## src/design/start_stop_direction_decoder_consts.vh

```
// constants for the start/stop/direction decoder of the second external location
`ifndef START_STOP_DIRECTION_DECODER_CONSTS_VH
`define START_STOP_DIRECTION_DECODER_CONSTS_VH

// ----------------------------------------
// register byte offsets
// ----------------------------------------
`define OFS_CONTROL 4'h0
`define OFS_STATUS 4'h4

// ----------------------------------------
// control register fields
// ----------------------------------------
`define CTL_MODE_LSB 0
`define CTL_MODE_MSB 3
`define CTL_TRIG_BIT 4
`define CTL_SRC1_LSB 8
`define CTL_SRC1_MSB 10
`define CTL_SRC2_LSB 12
`define CTL_SRC2_MSB 14
`define CTL_RESET 32'h0000_2010

// ----------------------------------------
// status register fields
// ----------------------------------------
`define STS_RUN_BIT 0
`define STS_REV_BIT 1
`define STS_KEYS_BIT 2
`define STS_SRC1_BIT 4
`define STS_SRC2_BIT 5

// ----------------------------------------
// command modes and trigger kinds
// ----------------------------------------
`define MODE_NONE 4'h0
`define MODE_SINGLE 4'h1
`define MODE_START_DIR 4'h2
`define MODE_FWD_REV 4'h3
`define MODE_PULSE_STOP 4'h4
`define TRIG_EDGE 1'b0
`define TRIG_LEVEL 1'b1

// ----------------------------------------
// bus responses
// ----------------------------------------
`define RESP_OKAY 2'h0
`define RESP_SLVERR 2'h2

`endif

```

## src/design/command_source_select.v

```verilog
// selects one command bit out of the synchronised status inputs
`timescale 1ns/100ps
module command_source_select (
  input wire [5:0] status_bits,
  input wire [2:0] select,
  output wire chosen
);
  // ----------------------------------------
  // selection
  // ----------------------------------------
  // code 0 always off, 1 always on, 2..7 status bit 0..5
  wire [7:0] table_bits;
  assign table_bits = {status_bits, 1'b1, 1'b0};
  assign chosen = table_bits[select];
endmodule

```

## src/design/start_stop_direction_decoder.v

```verilog
// start/stop/direction decoder for the second external control location
// How it works
// - control register field selects how the two sources give commands
// - mode 0: no input source, no start generated
// - mode 1: first source alone starts; direction never from inputs
// - mode 2: first source starts, second source gives direction
// - mode 2: first low stops; second low forward, high reverse
// - edge trigger qualifies on rising input, level trigger while high
// - mode 3: first source forward start, second reverse start
// - mode 3: both equal stops; one qualified with other low starts
// - mode 4: rising first source starts only while second high; low stops
// - mode 4: trigger setting ignored, start always on rising edge
// - mode 4: panel keys inhibited while second source low
//
// Register access over AXI4-Lite and the register addresses were decided locally.
`timescale 1ns/100ps
`include "start_stop_direction_decoder_consts.vh"
module start_stop_direction_decoder (
  input wire sys_clk,
  input wire reset_n,
  input wire [5:0] status_in,
  output reg run_cmd,
  output reg reverse_cmd,
  output reg start_pulse,
  output reg stop_pulse,
  output reg panel_keys_enable,
  input wire [3:0] s_axi_awaddr,
  input wire [2:0] s_axi_awprot,
  input wire s_axi_awvalid,
  output reg s_axi_awready,
  input wire [31:0] s_axi_wdata,
  input wire [3:0] s_axi_wstrb,
  input wire s_axi_wvalid,
  output reg s_axi_wready,
  output reg [1:0] s_axi_bresp,
  output reg s_axi_bvalid,
  input wire s_axi_bready,
  input wire [3:0] s_axi_araddr,
  input wire [2:0] s_axi_arprot,
  input wire s_axi_arvalid,
  output reg s_axi_arready,
  output reg [31:0] s_axi_rdata,
  output reg [1:0] s_axi_rresp,
  output reg s_axi_rvalid,
  input wire s_axi_rready
);

  // ----------------------------------------
  // input synchronisers
  // ----------------------------------------
  reg [5:0] meta_q;
  reg [5:0] sync_q;
  always @(posedge sys_clk or negedge reset_n) begin
    if (!reset_n) begin
      meta_q <= 6'h00;
      sync_q <= 6'h00;
    end else begin
      meta_q <= status_in;
      sync_q <= meta_q;
    end
  end

  // ----------------------------------------
  // control register
  // ----------------------------------------
  reg [31:0] control_q;
  wire [3:0] location_command_mode;
  wire start_trigger_kind;
  wire [2:0] first_sel;
  wire [2:0] second_sel;
  assign location_command_mode = control_q[`CTL_MODE_MSB:`CTL_MODE_LSB];
  assign start_trigger_kind = control_q[`CTL_TRIG_BIT];
  assign first_sel = control_q[`CTL_SRC1_MSB:`CTL_SRC1_LSB];
  assign second_sel = control_q[`CTL_SRC2_MSB:`CTL_SRC2_LSB];

  wire first_command_source;
  wire second_command_source;
  command_source_select sel_first (
    .status_bits(sync_q),
    .select(first_sel),
    .chosen(first_command_source)
  );
  command_source_select sel_second (
    .status_bits(sync_q),
    .select(second_sel),
    .chosen(second_command_source)
  );

  // ----------------------------------------
  // qualification
  // ----------------------------------------
  reg first_prev_q;
  reg second_prev_q;
  wire first_rise;
  wire second_rise;
  wire first_qual;
  wire second_qual;
  assign first_rise = first_command_source & ~first_prev_q;
  assign second_rise = second_command_source & ~second_prev_q;
  assign first_qual = (start_trigger_kind == `TRIG_EDGE) ? first_rise : first_command_source;
  assign second_qual = (start_trigger_kind == `TRIG_EDGE) ? second_rise : second_command_source;

  // edge memory resets low: a source already high at release reads as a rise
  always @(posedge sys_clk or negedge reset_n) begin
    if (!reset_n) begin
      first_prev_q <= 1'b0;
      second_prev_q <= 1'b0;
    end else begin
      first_prev_q <= first_command_source;
      second_prev_q <= second_command_source;
    end
  end

  // ----------------------------------------
  // command decode
  // ----------------------------------------
  reg run_d;
  reg rev_d;
  always @* begin
    run_d = run_cmd;
    rev_d = reverse_cmd;
    case (location_command_mode)
      `MODE_SINGLE: begin
        rev_d = 1'b0;
        if (!first_command_source)
          run_d = 1'b0;
        else if (first_qual)
          run_d = 1'b1;
      end
      `MODE_START_DIR: begin
        // start from first, direction from second
        if (!first_command_source) begin
          run_d = 1'b0;
        end else if (first_qual) begin
          run_d = 1'b1;
          rev_d = second_command_source;
        end else if (run_cmd) begin
          rev_d = second_command_source;
        end
      end
      `MODE_FWD_REV: begin
        if (first_command_source == second_command_source) begin
          run_d = 1'b0;
        end else if (first_command_source) begin
          if (first_qual || (run_cmd && !reverse_cmd)) begin
            run_d = 1'b1;
            rev_d = 1'b0;
          end else begin
            run_d = 1'b0;
          end
        end else begin
          if (second_qual || (run_cmd && reverse_cmd)) begin
            run_d = 1'b1;
            rev_d = 1'b1;
          end else begin
            run_d = 1'b0;
          end
        end
      end
      `MODE_PULSE_STOP: begin
        // second low stops, rising first starts
        rev_d = 1'b0;
        if (!second_command_source)
          run_d = 1'b0;
        else if (first_rise)
          run_d = 1'b1;
      end
      default: begin
        run_d = 1'b0;
        rev_d = 1'b0;
      end
    endcase
  end

  always @(posedge sys_clk or negedge reset_n) begin
    if (!reset_n) begin
      run_cmd <= 1'b0;
      reverse_cmd <= 1'b0;
      start_pulse <= 1'b0;
      stop_pulse <= 1'b0;
      panel_keys_enable <= 1'b1;
    end else begin
      run_cmd <= run_d;
      reverse_cmd <= rev_d;
      start_pulse <= run_d & ~run_cmd;
      stop_pulse <= ~run_d & run_cmd;
      // panel keys off while second low in mode 4 only
      panel_keys_enable <= !((location_command_mode == `MODE_PULSE_STOP) && !second_command_source);
    end
  end

  // ----------------------------------------
  // axi4-lite slave
  // ----------------------------------------
  // address and data latched separately, so either may arrive first
  reg aw_held_q;
  reg w_held_q;
  reg [3:0] awaddr_q;
  reg [31:0] wdata_q;
  reg [3:0] wstrb_q;
  wire do_write;
  wire [31:0] status_word;
  wire [31:0] wmask;
  wire wr_control;
  wire wr_status;
  wire rd_control;
  wire rd_status;
  assign do_write = aw_held_q && w_held_q && !s_axi_bvalid;
  // byte lanes of the write strobe widened to a bit mask
  genvar lane;
  generate
    for (lane = 0; lane < 4; lane = lane + 1) begin : g_lane
      assign wmask[lane*8+7:lane*8] = {8{wstrb_q[lane]}};
    end
  endgenerate

  // ----------------------------------------
  // address decode
  // ----------------------------------------
  // word index only; the two low address bits are ignored
  assign wr_control = ({awaddr_q[3:2], 2'b00} == `OFS_CONTROL);
  assign wr_status = ({awaddr_q[3:2], 2'b00} == `OFS_STATUS);
  assign rd_control = ({s_axi_araddr[3:2], 2'b00} == `OFS_CONTROL);
  assign rd_status = ({s_axi_araddr[3:2], 2'b00} == `OFS_STATUS);
  assign status_word = {26'h0000000, second_command_source, first_command_source, 1'b0,
                        ~panel_keys_enable, reverse_cmd, run_cmd};

  always @(posedge sys_clk or negedge reset_n) begin
    if (!reset_n) begin
      aw_held_q <= 1'b0;
      w_held_q <= 1'b0;
      awaddr_q <= 4'h0;
      wdata_q <= 32'h0000_0000;
      wstrb_q <= 4'h0;
      s_axi_awready <= 1'b0;
      s_axi_wready <= 1'b0;
      s_axi_bvalid <= 1'b0;
      s_axi_bresp <= `RESP_OKAY;
      control_q <= `CTL_RESET;
    end else begin
      s_axi_awready <= 1'b0;
      s_axi_wready <= 1'b0;
      if (s_axi_awvalid && !aw_held_q && !s_axi_awready) begin
        s_axi_awready <= 1'b1;
        aw_held_q <= 1'b1;
        awaddr_q <= s_axi_awaddr;
      end
      if (s_axi_wvalid && !w_held_q && !s_axi_wready) begin
        s_axi_wready <= 1'b1;
        w_held_q <= 1'b1;
        wdata_q <= s_axi_wdata;
        wstrb_q <= s_axi_wstrb;
      end
      if (do_write) begin
        aw_held_q <= 1'b0;
        w_held_q <= 1'b0;
        s_axi_bvalid <= 1'b1;
        if (wr_control) begin
          control_q <= (control_q & ~wmask) | (wdata_q & wmask);
          s_axi_bresp <= `RESP_OKAY;
        end else if (wr_status) begin
          s_axi_bresp <= `RESP_OKAY;
        end else begin
          s_axi_bresp <= `RESP_SLVERR;
        end
      end else if (s_axi_bvalid && s_axi_bready) begin
        s_axi_bvalid <= 1'b0;
      end
    end
  end

  always @(posedge sys_clk or negedge reset_n) begin
    if (!reset_n) begin
      s_axi_arready <= 1'b0;
      s_axi_rvalid <= 1'b0;
      s_axi_rdata <= 32'h0000_0000;
      s_axi_rresp <= `RESP_OKAY;
    end else begin
      s_axi_arready <= 1'b0;
      if (s_axi_arvalid && !s_axi_arready && !s_axi_rvalid) begin
        s_axi_arready <= 1'b1;
        s_axi_rvalid <= 1'b1;
        s_axi_rresp <= `RESP_OKAY;
        if (rd_control) begin
          s_axi_rdata <= control_q;
        end else if (rd_status) begin
          s_axi_rdata <= status_word;
        end else begin
          s_axi_rdata <= 32'h0000_0000;
          s_axi_rresp <= `RESP_SLVERR;
        end
      end else if (s_axi_rvalid && s_axi_rready) begin
        s_axi_rvalid <= 1'b0;
      end
    end
  end
endmodule

```

## config.mk

```make
export PLATFORM = sky130hd
export DESIGN_NAME = start_stop_direction_decoder
export DESIGN_NICKNAME = d
export VERILOG_FILES = /design/src/design/command_source_select.v /design/src/design/start_stop_direction_decoder.v
export VERILOG_INCLUDE_DIRS = /design/src /design/src/design
export SDC_FILE = /design/constraint.sdc
export NUM_CORES = 1
export LEC_CHECK = 0
export BUFFER_PORTS_ARGS = -buffer_cell sky130_fd_sc_hd__buf_2
export CORE_MARGIN = 2
export CORE_UTILIZATION = 39
export CTS_BUF_LIST = sky130_fd_sc_hd__clkbuf_16
export CTS_CLUSTER_SIZE = 28
export DETAILED_ROUTE_END_ITERATION = 10
export PLACE_DENSITY_LB_ADDON = 0.25
export SLEW_MARGIN = 10
export SYNTH_ARGS = -nofsm -noshare
export SYNTH_HDL_FRONTEND = slang
export SYNTH_HIERARCHICAL = 1
export SYNTH_SLANG_ARGS = --single-unit
```

## constraint.sdc

```tcl
create_clock -name sys_clk -period 2.3 [get_ports sys_clk]
set_clock_uncertainty 0.1 [all_clocks]
set_input_delay 0.345 -clock sys_clk [delete_from_list [all_inputs] [get_ports sys_clk]]
set_output_delay 0.345 -clock sys_clk [all_outputs]
set_load 0.02 [all_outputs]
```

---- Yosys cells after proc, flatten, opt, wreduce, memory -nomap -nowiden ----
Cells that the tools add are included.
storage, ports and cells
  input port bits ......................... 63
  output and inout bits ................... 46
  register bits after elaboration ......... 134
cells by class
  order comparisons ....................... 2
  eq/ne operators ......................... 12
  reductions and logical operators ........ 34
  mux-type cells .......................... 40
  bitwise logic cells ..................... 13
operators by type and width
  kind                                                        count
  AND 32 bit                                                  2
  two-way mux 32 bit                                          1
  inverter 32 bit                                             1
  bitwise OR 32 bit                                           1
  two-way mux 1 bit                                           30
  logical AND 1 bit                                           13
  logical NOT 1 bit                                           10
  != test 3 bit, second input constant                        3
  equality test 4 x 2 -> 1 bit, second input constant         2
  less-than comparator 3 x 4 -> 1 bit, second input constant  2
  two-way mux 2 bit                                           4
  nonzero test 2 bit                                          4
  binary-select mux 1 bit (select 3 bit)                      2
  two-way mux 6 bit                                           1
  inverter 1 bit                                              5
  AND reduction 5 bit                                         1
  AND 1 bit                                                   4
  equality test 2 x 1 -> 1 bit, second input constant         2
  equality test 4 x 1 -> 1 bit, second input constant         1
  equality test 4 x 3 -> 1 bit, second input constant         1
  logical NOT 2 bit                                           2
  != test 2 bit, second input constant                        2
  case mux 1 bit (3 select lines)                             1
  logical OR 1 bit                                            2
  other kinds (4)                                             4

---- Longest topological paths before layout ----
Gate-level depths: netlist (run 1).
  depth in word-level cells ............... 11
  gate-level depth with buffers ........... 7
  mapped depth without buffers ............ 7

---- Hierarchy ----
The synthesis (run 1) kept the hierarchy.
modules (own cells, without submodules)
  module                        times used  area each (um^2)  cells an instance
  start_stop_direction_decoder  1           4954.8            367
  command_source_select         2           46.3              6

---- Worst setup path after synthesis (run 1) ----
Ideal clock, no wire load.
  path type ............................... register -> register
  start point ............................. register (tool-made name)
  end point ............................... register reverse_cmd
  buffers on the path ..................... 0
  clock period less this slack ............ 2.130 ns
  path slack .............................. 0.170 ns
  setup time .............................. 0.128 ns
  arrival ................................. 1.902 ns
  required time ........................... 2.072 ns
  cell stages (with the launch flop) ...... 8
  cells stage by stage .................... dfrtp_1 > mux4_2 > nand2_1 > o31ai_1 > nand2b_1 > a211oi_1 > a311oi_1 > mux2_1
RTL lines
  what                    RTL line                            source
  end signal: assignment  start_stop_direction_decoder.v:184  reverse_cmd <= rev_d;
  end: declaration        start_stop_direction_decoder.v:23   output reg reverse_cmd,

==> flow_summary.ini, run 1 <==
[status]
outcome = complete, no violations

[run]
drv_cap = 0

[final_layout]
layout_common_cells = dfrtp_1 (126), buf_2 (95), mux2_2 (70)
layout_commonest_cell = dfrtp_1
layout.nets = 557
drive_gt1_share_pct = 42.4
final_cells = 679
area_growth_syn_to_layout_pct = 26.0
diodes = 0

[route]
wl_per_cell_um = 14.8
via_count = 3240
viasPerCell = 4.77
wl_mm = 10.0
drt_first_pass_iters = 4
drt_iter0_markers = 157
final_antenna_net_count = 0
drc = 0

[sta]
hold_violations = 0
fmax_mhz = 454
setup_ws_ns = 0.0995
slew_headroom_pct = 62.5
hold_ws_ns = 0.0196
final.setup.tns_ns = 0
rsz0062_at_grt = false
min_period_ns = 2.20
worst_slew_pin_slew_ns = 0.560
fin_crit_sh_pct = 95.7
setup_violations = 0
slew_viol_final = 0

[logic_synthesis]
synthAdderAreaFrac_pct = 0
synthTopCellsByArea = dfrtp_1 (63%), mux2_2 (16%), nand2_1 (5.1%)
synth-simple-area-share_pct = 8.78
synth_top_family_by_area = multiplexers
yosys.area.top_type = dfrtp_1
syn_area_per_cell_um2 = 13.3
synth_top_area_share_pct = 63.0
synth_mux_area_share_pct = 18.2
synthXorXnorAreaFrac_pct = 0.174
yosysWarnings = 6
synthCells = 379
synth_compound_gate_area_share_pct = 5.97
synth_seq_cells = 130
netlist_area_um2 = 5050
yosysSeqAreaShare_pct = 64.5
synth_cell_type_count = 38

[hold_path]
min_path_cells = 2
hp-class = primary input to register

[die]
start_util_pct = 40.0
core.rowCount = 41
core-area_um2 = 12600
die-width_um = 118
io_pins = 109
die_height_um = 118
fp.dieArea_um2 = 13900

[global_route]
overflow = 0
grt_pass1_wl_mm = 17.0
grt_usage_pct = 15.7
grt_max_degree = 52
antenna_found_initial = 0
grt_pass1_vias = 3415

[power_and_ir_drop]
ir_drop_mv = 0.494
powerDensity_nw_per_um2 = 1280
power_mw = 8.16
p_leak_nw = 3.05

[place]
port_buffers = 96
dp_cells = 639
place_ws_ns = 0.0569
place.detailed.hpwl_mm = 6.60
gp_congestion = 0.842

[clock_tree]
clock_path_buffers = 2
clk_latency_ns = 0.41
cts_buffers = 17
cts_setup_buffers = 0
cts.htree.levels = 4
clk_pin_slew_worst_paths_ns = 0.05
cts.sinks = 130
cts_tree = built
cts_root_buffer = clkbuf_16

[worst_setup_path]
required_ns = 2.49
crit_fanout = 5
endpoint_kind = register
critPathKind = register to register
worst_ep_arrival_time_ns = 2.39
crit_path_start_kind = register
r2r_setup_slack_ns = 0.1
r2r_end = reverse_cmd
crit_end = reverse_cmd
reg2reg_depth = 7
cells in the mapped netlist:
cell type  number
conb_1          1
a21oi_1         5
nand2b_1        3
nor2_2          1
and4_1          1
mux2i_1         5
buf_4           5
clkbuf_1        7
o21ai_1         1
o31ai_1         7
buf_2           6
nor2_1          4
inv_1           6
dfrtp_1       127
nand2_2         4
a211oi_1        2
and3_1          2
o21ai_0        28
mux2_2         70
nand2_1        68
a311oi_1        1
mux4_2          2
or3b_1          1
o2111a_1        1
nor3b_2         1
dfstp_2         3
a31oi_2         1
xor2_1          1
nor4b_1         1
and2b_1         2
o21a_1          1
o2111ai_1       1
nor3_4          1
or2b_1          1
a21o_1          2
nand3b_4        1
nor2b_1         2
mux2_1          3
per-stage QoR:
stage               area (um^2)  util (%)
finish                     6360      50.4
CTS                        6350      50.4
global placement           5760      45.6
floorplan                  5050         -
global route               6360      50.4
detailed placement         5760      45.6
how the worst min path moves through the flow:
stage	startpoint	end	slack, ns
4_1_cts	s_axi_bready	s_axi_bvalid	0.003
5_1_grt	s_axi_bready	s_axi_bvalid	0.02
6_report	s_axi_bready	s_axi_bvalid	0.02
3_3_place_gp	reset_n	wdata_q[19]	0.21
2_1_floorplan	reset_n	async pin	-0.05
3_5_place_dp	reset_n	wdata_q[19]	0.22
per-layer routing:
layer  share of wire [%]  GRT usage [%]  vias to the layer above
met5                   0              0                        -
li1                    -              -                     1534
met3                 5.2           4.80                       17
met2                  48           24.6                       82
met1                  45           19.8                     1607
met4                 2.2           7.76                        0
kinds of logic after synthesis:
logic type / after synthesis
DFF: 130
other: 1
buffers and inverters: 24
xor gates and xnor gates: 1
and+or+nand+nor: 93
muxes: 80
AOI/OAI and AO/OA: 50
worst max-delay path, cell delays in order (launching register included):
cell and delay (ns):
dfrtp_2 0.40, mux4_2 0.50, nand2_1 0.09, o31ai_2 0.10, nand2b_1 0.18, a211oi_1 0.28, a311oi_1 0.10, mux2_1 0.33
layout make-up:
cell class                      instances  area [um^2]
Clock inverter                         15         88.8
Timing Repair Buffer                  113          659
Inverter                                6         22.5
Multi-Input combinational cell        226         1690
Tap cell                              172          215
Fill cell                            1160         6260
Sequential cell                       130         3260
Clock buffer                           17          425
power by group:
part	switching, mW	leakage (nW)	internal, mW	total, mW
sequential	0.540	1.62	3.15	3.69
clock	0.913	0.272	1.43	2.35
combinational	1.03	1.16	1.09	2.12
repair_timing:
action | CTS | global route
endpoints found under the setup margin | 0 | 1
hold endpoints to repair | 53 | 0
gates resized for setup | 0 | 2
hold buffers | 8 | 0
No activity file was read; power rests on OpenSTA's default activity.
==> run 2: changes to the inputs <==
--- a/config.mk
+++ b/config.mk
@@ -7,6 +7,7 @@
 export NUM_CORES = 1
 export LEC_CHECK = 0
 export BUFFER_PORTS_ARGS = -buffer_cell sky130_fd_sc_hd__buf_2
+export CORE_ASPECT_RATIO = 1.1
 export CORE_MARGIN = 2
 export CORE_UTILIZATION = 39
 export CTS_BUF_LIST = sky130_fd_sc_hd__clkbuf_16
==> constraint.sdc (replaced) <==
create_clock -name sys_clk -period 2.8 [get_ports sys_clk]
set_clock_uncertainty 0.1 [all_clocks]
set_input_delay 0 -clock sys_clk [delete_from_list [all_inputs] [get_ports sys_clk]]
set_output_delay 0 -clock sys_clk [all_outputs]
set_load 0.02 [all_outputs]
==> flow_summary.ini, run 2 (same netlist as run 1, synthesis figures left out) <==
[place]
place.detailed.hpwl_mm = 6.26
dp_cells = 620
placed_area_um2 = 5690
port_buffers = 96
gp_congestion = 0.750

[global_route]
antenna_found_initial = 0
grt_usage_pct = 15.7
grt_max_degree = 117
overflow = 0
grt_pass1_wl_mm = 16.8
grt_pass1_vias = 3423

[worst_setup_path]
endpoint_kind = register
reg2reg_depth = 7
slowest_stage = o31ai_1
crit_path_start_kind = register
critPathKind = register to register
path_buf_inv = 0
r2r_setup_slack_ns = 0.33
path_depth = 7
crit_end = reverse_cmd
r2r_end = reverse_cmd
crit_family = compound AO/OA/AOI/OAI gates
crit_chain = nand2_1, nor2_1, o31ai_1, nand2b_1, a211oi_1, a311oi_1, mux2_1
required_ns = 2.98
worst_ep_arrival_time_ns = 2.65
cp_slowest_stage_delay_ns = 0.75
crit_fanout = 8

[sta]
min_period_ns = 2.47
final.setup.tns_ns = 0
worst_slew_pin_slew_ns = 1.06
fin_crit_sh_pct = 88.1
slew_headroom_pct = 29.5
hold_ws_ns = 0.126
hold_violations = 0
fmax_mhz = 406
slew_viol_final = 0
setup_violations = 0
rsz0062_at_grt = false

[clock_tree]
cts.htree.levels = 4
cts_root_buffer = clkbuf_16
clk_pin_slew_worst_paths_ns = 0.06
clk_latency_ns = 0.41
ctsResizeCount = 0
clock_path_buffers = 2
cts_buffers = 17
cts_setup_buffers = 0
cts_tree = built
cts.sinks = 130

[run]
drv_cap = 0

[die]
die-width_um = 112
core.rowCount = 43
die_height_um = 123
core-area_um2 = 12600
start_util_pct = 39.9
fp.dieArea_um2 = 13900
io_pins = 109

[status]
outcome = complete, no violations

[final_layout]
diodes = 0
fill_cells = 1089
final_cells = 703
multiInputGateArea_um2 = 1690
postLayoutCellArea_um2 = 6800
layout.nets = 596
layout_common_cells = dfrtp_1 (127), buf_2 (95), mux2_2 (70)
area_growth_syn_to_layout_pct = 34.7
drive_gt1_share_pct = 38.8
layout_commonest_cell = dfrtp_1
regArea_um2 = 3260

[route]
drc = 0
wl_mm = 10.2
viasPerCell = 4.78
wl_per_cell_um = 14.5
via_count = 3363
drt_first_pass_iters = 5
final_antenna_net_count = 0
drt_iter0_markers = 137

[power_and_ir_drop]
powerDensity_nw_per_um2 = 1030
p_leak_nw = 3.23
ir_drop_mv = 0.694

[hold_path]
hp-class = primary input to register
run 2: routing by layer:
metal / global-route usage (%) / vias to the layer above / routed length, um
li1: - / 1611 / -
met1: 20.7 / 1659 / 4820
met2: 24.7 / 80 / 4840
met3: 4.22 / 13 / 375
met4: 6.63 / 0 / 164
met5: 0 / - / 0
run 2: final cells by class:
class,instances,share of cell area (%)
repair buffers,152,15.2
multi-input cells,226,24.8
clock buffers,17,6.26
well taps,157,2.89
flip-flops and latches,130,47.9
inverters,6,0.331
clock inverters,15,2.56
run 2: repair_timing:
item,CTS,global route
setup endpoints to repair,0,0
hold buffers,51,0
endpoints found under the hold margin,166,0
run 2: metrics by stage:
step | setup WS (ns) | power, mW | util, %
after detailed placement | 0.329 | 4.77 | 45.0
final | 0.334 | 7.00 | 53.8
after floorplan | 0.670 | 4.22 | -
after global placement | 0.473 | 4.68 | 45.0
after CTS | 0.318 | 7.09 | 53.8
after global routing | 0.121 | 7.42 | 53.8
run 2: power by group:
| part | switching (mW) | total, mW | internal [mW] |
|---|---|---|---|
| Clock | 0.776 | 2.24 | 1.46 |
| Combinational | 0.837 | 1.74 | 0.904 |
| Sequential | 0.439 | 3.02 | 2.58 |
| Total | 2.05 | 7.00 | 4.95 |
run 2: worst register-to-register path, delay by kind of cell (launching register included):
| family | cells | cell delay, ns |
|---|---|---|
| multiplexers | 1 | 0.36 |
| AND/OR/NAND/NOR | 3 | 0.36 |
| flip-flops | 1 | 0.43 |
| AO/OA/AOI/OAI | 3 | 1.10 |
run 2: worst min-delay path by stage:
stage                      start        end  slack, ns  cells past startpoint
finish              status_in[1]  meta_q[1]       0.13                      2
global route        status_in[2]  meta_q[2]       0.13                      2
CTS                 status_in[1]  meta_q[1]       0.11                      2
detailed placement  status_in[3]  meta_q[3]      0.009                      1
global placement    status_in[4]  meta_q[4]      0.009                      1
floorplan                reset_n  async pin      -0.40                      0
==> run 3: changes to the inputs <==
--- a/config.mk
+++ b/config.mk
@@ -7,9 +7,10 @@
 export NUM_CORES = 1
 export LEC_CHECK = 0
 export BUFFER_PORTS_ARGS = -buffer_cell sky130_fd_sc_hd__buf_2
+export CAP_MARGIN = 15
 export CORE_ASPECT_RATIO = 1.1
 export CORE_MARGIN = 2
-export CORE_UTILIZATION = 39
+export CORE_UTILIZATION = 41
 export CTS_BUF_LIST = sky130_fd_sc_hd__clkbuf_16
 export CTS_CLUSTER_SIZE = 28
 export DETAILED_ROUTE_END_ITERATION = 10
==> flow_summary.ini, run 3 (same netlist as run 1, synthesis figures left out) <==
[worst_setup_path]
path_depth = 6
r2r_setup_slack_ns = 0.26
crit_chain = a21oi_1, o31ai_1, nand2b_1, a211oi_1, a311oi_1, mux2_1
required_ns = 2.98
slowest_stage = o31ai_1
cp_slowest_stage_delay_ns = 0.77
critPathKind = register to register
worst_ep_arrival_time_ns = 2.72
reg2reg_depth = 6
path_buf_inv = 0
endpoint_kind = register
crit_path_start_kind = register
crit_fanout = 7
crit_family = compound AO/OA/AOI/OAI gates

[final_layout]
layout_commonest_cell = dfrtp_1
diodes = 0
drive_gt1_share_pct = 39.1
postLayoutCellArea_um2 = 6810
area_growth_syn_to_layout_pct = 35.0
layout_common_cells = dfrtp_1 (127), buf_2 (95), mux2_2 (70)
fill_cells = 1034
final_cells = 701
layout.nets = 597

[sta]
fin_crit_sh_pct = 90.8
min_period_ns = 2.54
fmax_mhz = 393
setup_violations = 0
rsz0062_at_grt = false
worst_slew_pin_slew_ns = 0.943
slew_viol_final = 0
final.setup.tns_ns = 0
slew_headroom_pct = 36.6
hold_violations = 0

[clock_tree]
clock_path_buffers = 2
clk_latency_ns = 0.40
cts.sinks = 130
cts_root_buffer = clkbuf_16
ctsResizeCount = 0
clk_pin_slew_worst_paths_ns = 0.05
cts_setup_buffers = 0
cts.htree.levels = 4
cts_tree = built
cts_hold_buf = 51
cts_buffers = 17

[global_route]
overflow = 0
grt_pass1_vias = 3320
grt_pass1_wl_mm = 16.1
grt_usage_pct = 16.1
antenna_found_initial = 0
grt_max_degree = 85

[route]
drc = 0
wl_per_cell_um = 14.0
via_count = 3367
drt_iter0_markers = 120
viasPerCell = 4.80
drt_first_pass_iters = 4
final_antenna_net_count = 0
wl_mm = 9.80

[run]
drv_cap = 0

[die]
die_height_um = 120
fp.dieArea_um2 = 13200
io_pins = 109
die-width_um = 110
core-area_um2 = 12000
start_util_pct = 41.9
core.rowCount = 42

[power_and_ir_drop]
ir_drop_mv = 0.490
p_leak_nw = 3.24
powerDensity_nw_per_um2 = 1020

[place]
placed_area_um2 = 5700
port_buffers = 96
gp_congestion = 0.758
dp_cells = 618
place.detailed.hpwl_mm = 6.43

[status]
outcome = complete, no violations

[hold_path]
hp-class = primary input to async pin
run 3: changes by cell type in the layout (fill, tap and decap cells not counted):
cell / previous run / this run
buf_12: 0 / 1
clkinv_1: 4 / 3
clkinv_2: 3 / 4
clkinv_4: 1 / 0
clkinvlp_4: 1 / 2
run 3: routing by layer:
layer | share of wire [%] | GRT usage (%) | up-vias
met2 | 48 | 25.1 | 83
met1 | 46 | 21.1 | 1653
met4 | 1.9 | 7.59 | 0
met5 | 0 | 0 | -
met3 | 3.8 | 3.56 | 16
li1 | - | - | 1615
run 3: layout make-up:
| cell class | instances | area, um^2 | share of cell area, % |
|---|---|---|---|
| Sequential cell | 130 | 3260 | 47.8 |
| Multi-Input combinational cell | 226 | 1690 | 24.8 |
| Timing Repair Buffer | 153 | 1050 | 15.5 |
| Clock buffer | 17 | 425 | 6.24 |
| Tap cell | 154 | 193 | 2.83 |
| Clock inverter | 15 | 174 | 2.55 |
| Inverter | 6 | 22.5 | 0.331 |
run 3: path summary, 6_finish.rpt:
| check | start | endpoint |
|---|---|---|
| max reg2reg | register | reverse_cmd |
| max in group asynchronous | reset_n | wdata_q[19] |
| max | register | reverse_cmd |
| min reg2reg | meta_q[4] | sync_q[4] |
| min in group sys_clk | s_axi_arvalid | s_axi_rdata[26] |
| min | reset_n | s_axi_rdata[28] |
run 3: worst register-to-register path, cell delays in order (launching register included):
cell	delay (ns)
dfstp_2	0.56
a21oi_1	0.08
o31ai_1	0.77
nand2b_1	0.23
a211oi_1	0.06
a311oi_1	0.27
mux2_1	0.35
run 3: where the power goes:
| part | leakage [nW] | total [mW] | internal [mW] | switching [mW] |
|---|---|---|---|---|
| clock network | 0.297 | 2.21 | 1.46 | 0.743 |
| registers | 1.62 | 3.02 | 2.58 | 0.439 |
| logic | 1.32 | 1.73 | 0.897 | 0.834 |
run 3: per-stage QoR:
stage	utilization [%]	hold slack, ns	setup slack, ns	power (mW)
floorplan	-	-0.396	0.670	4.22
global placement	47.4	-0.00251	0.412	4.66
detailed placement	47.4	0.00932	0.272	4.76
CTS	56.6	0.110	0.254	7.06
global route	56.6	0.134	0.0878	7.39
finish	56.6	0.100	0.258	6.96
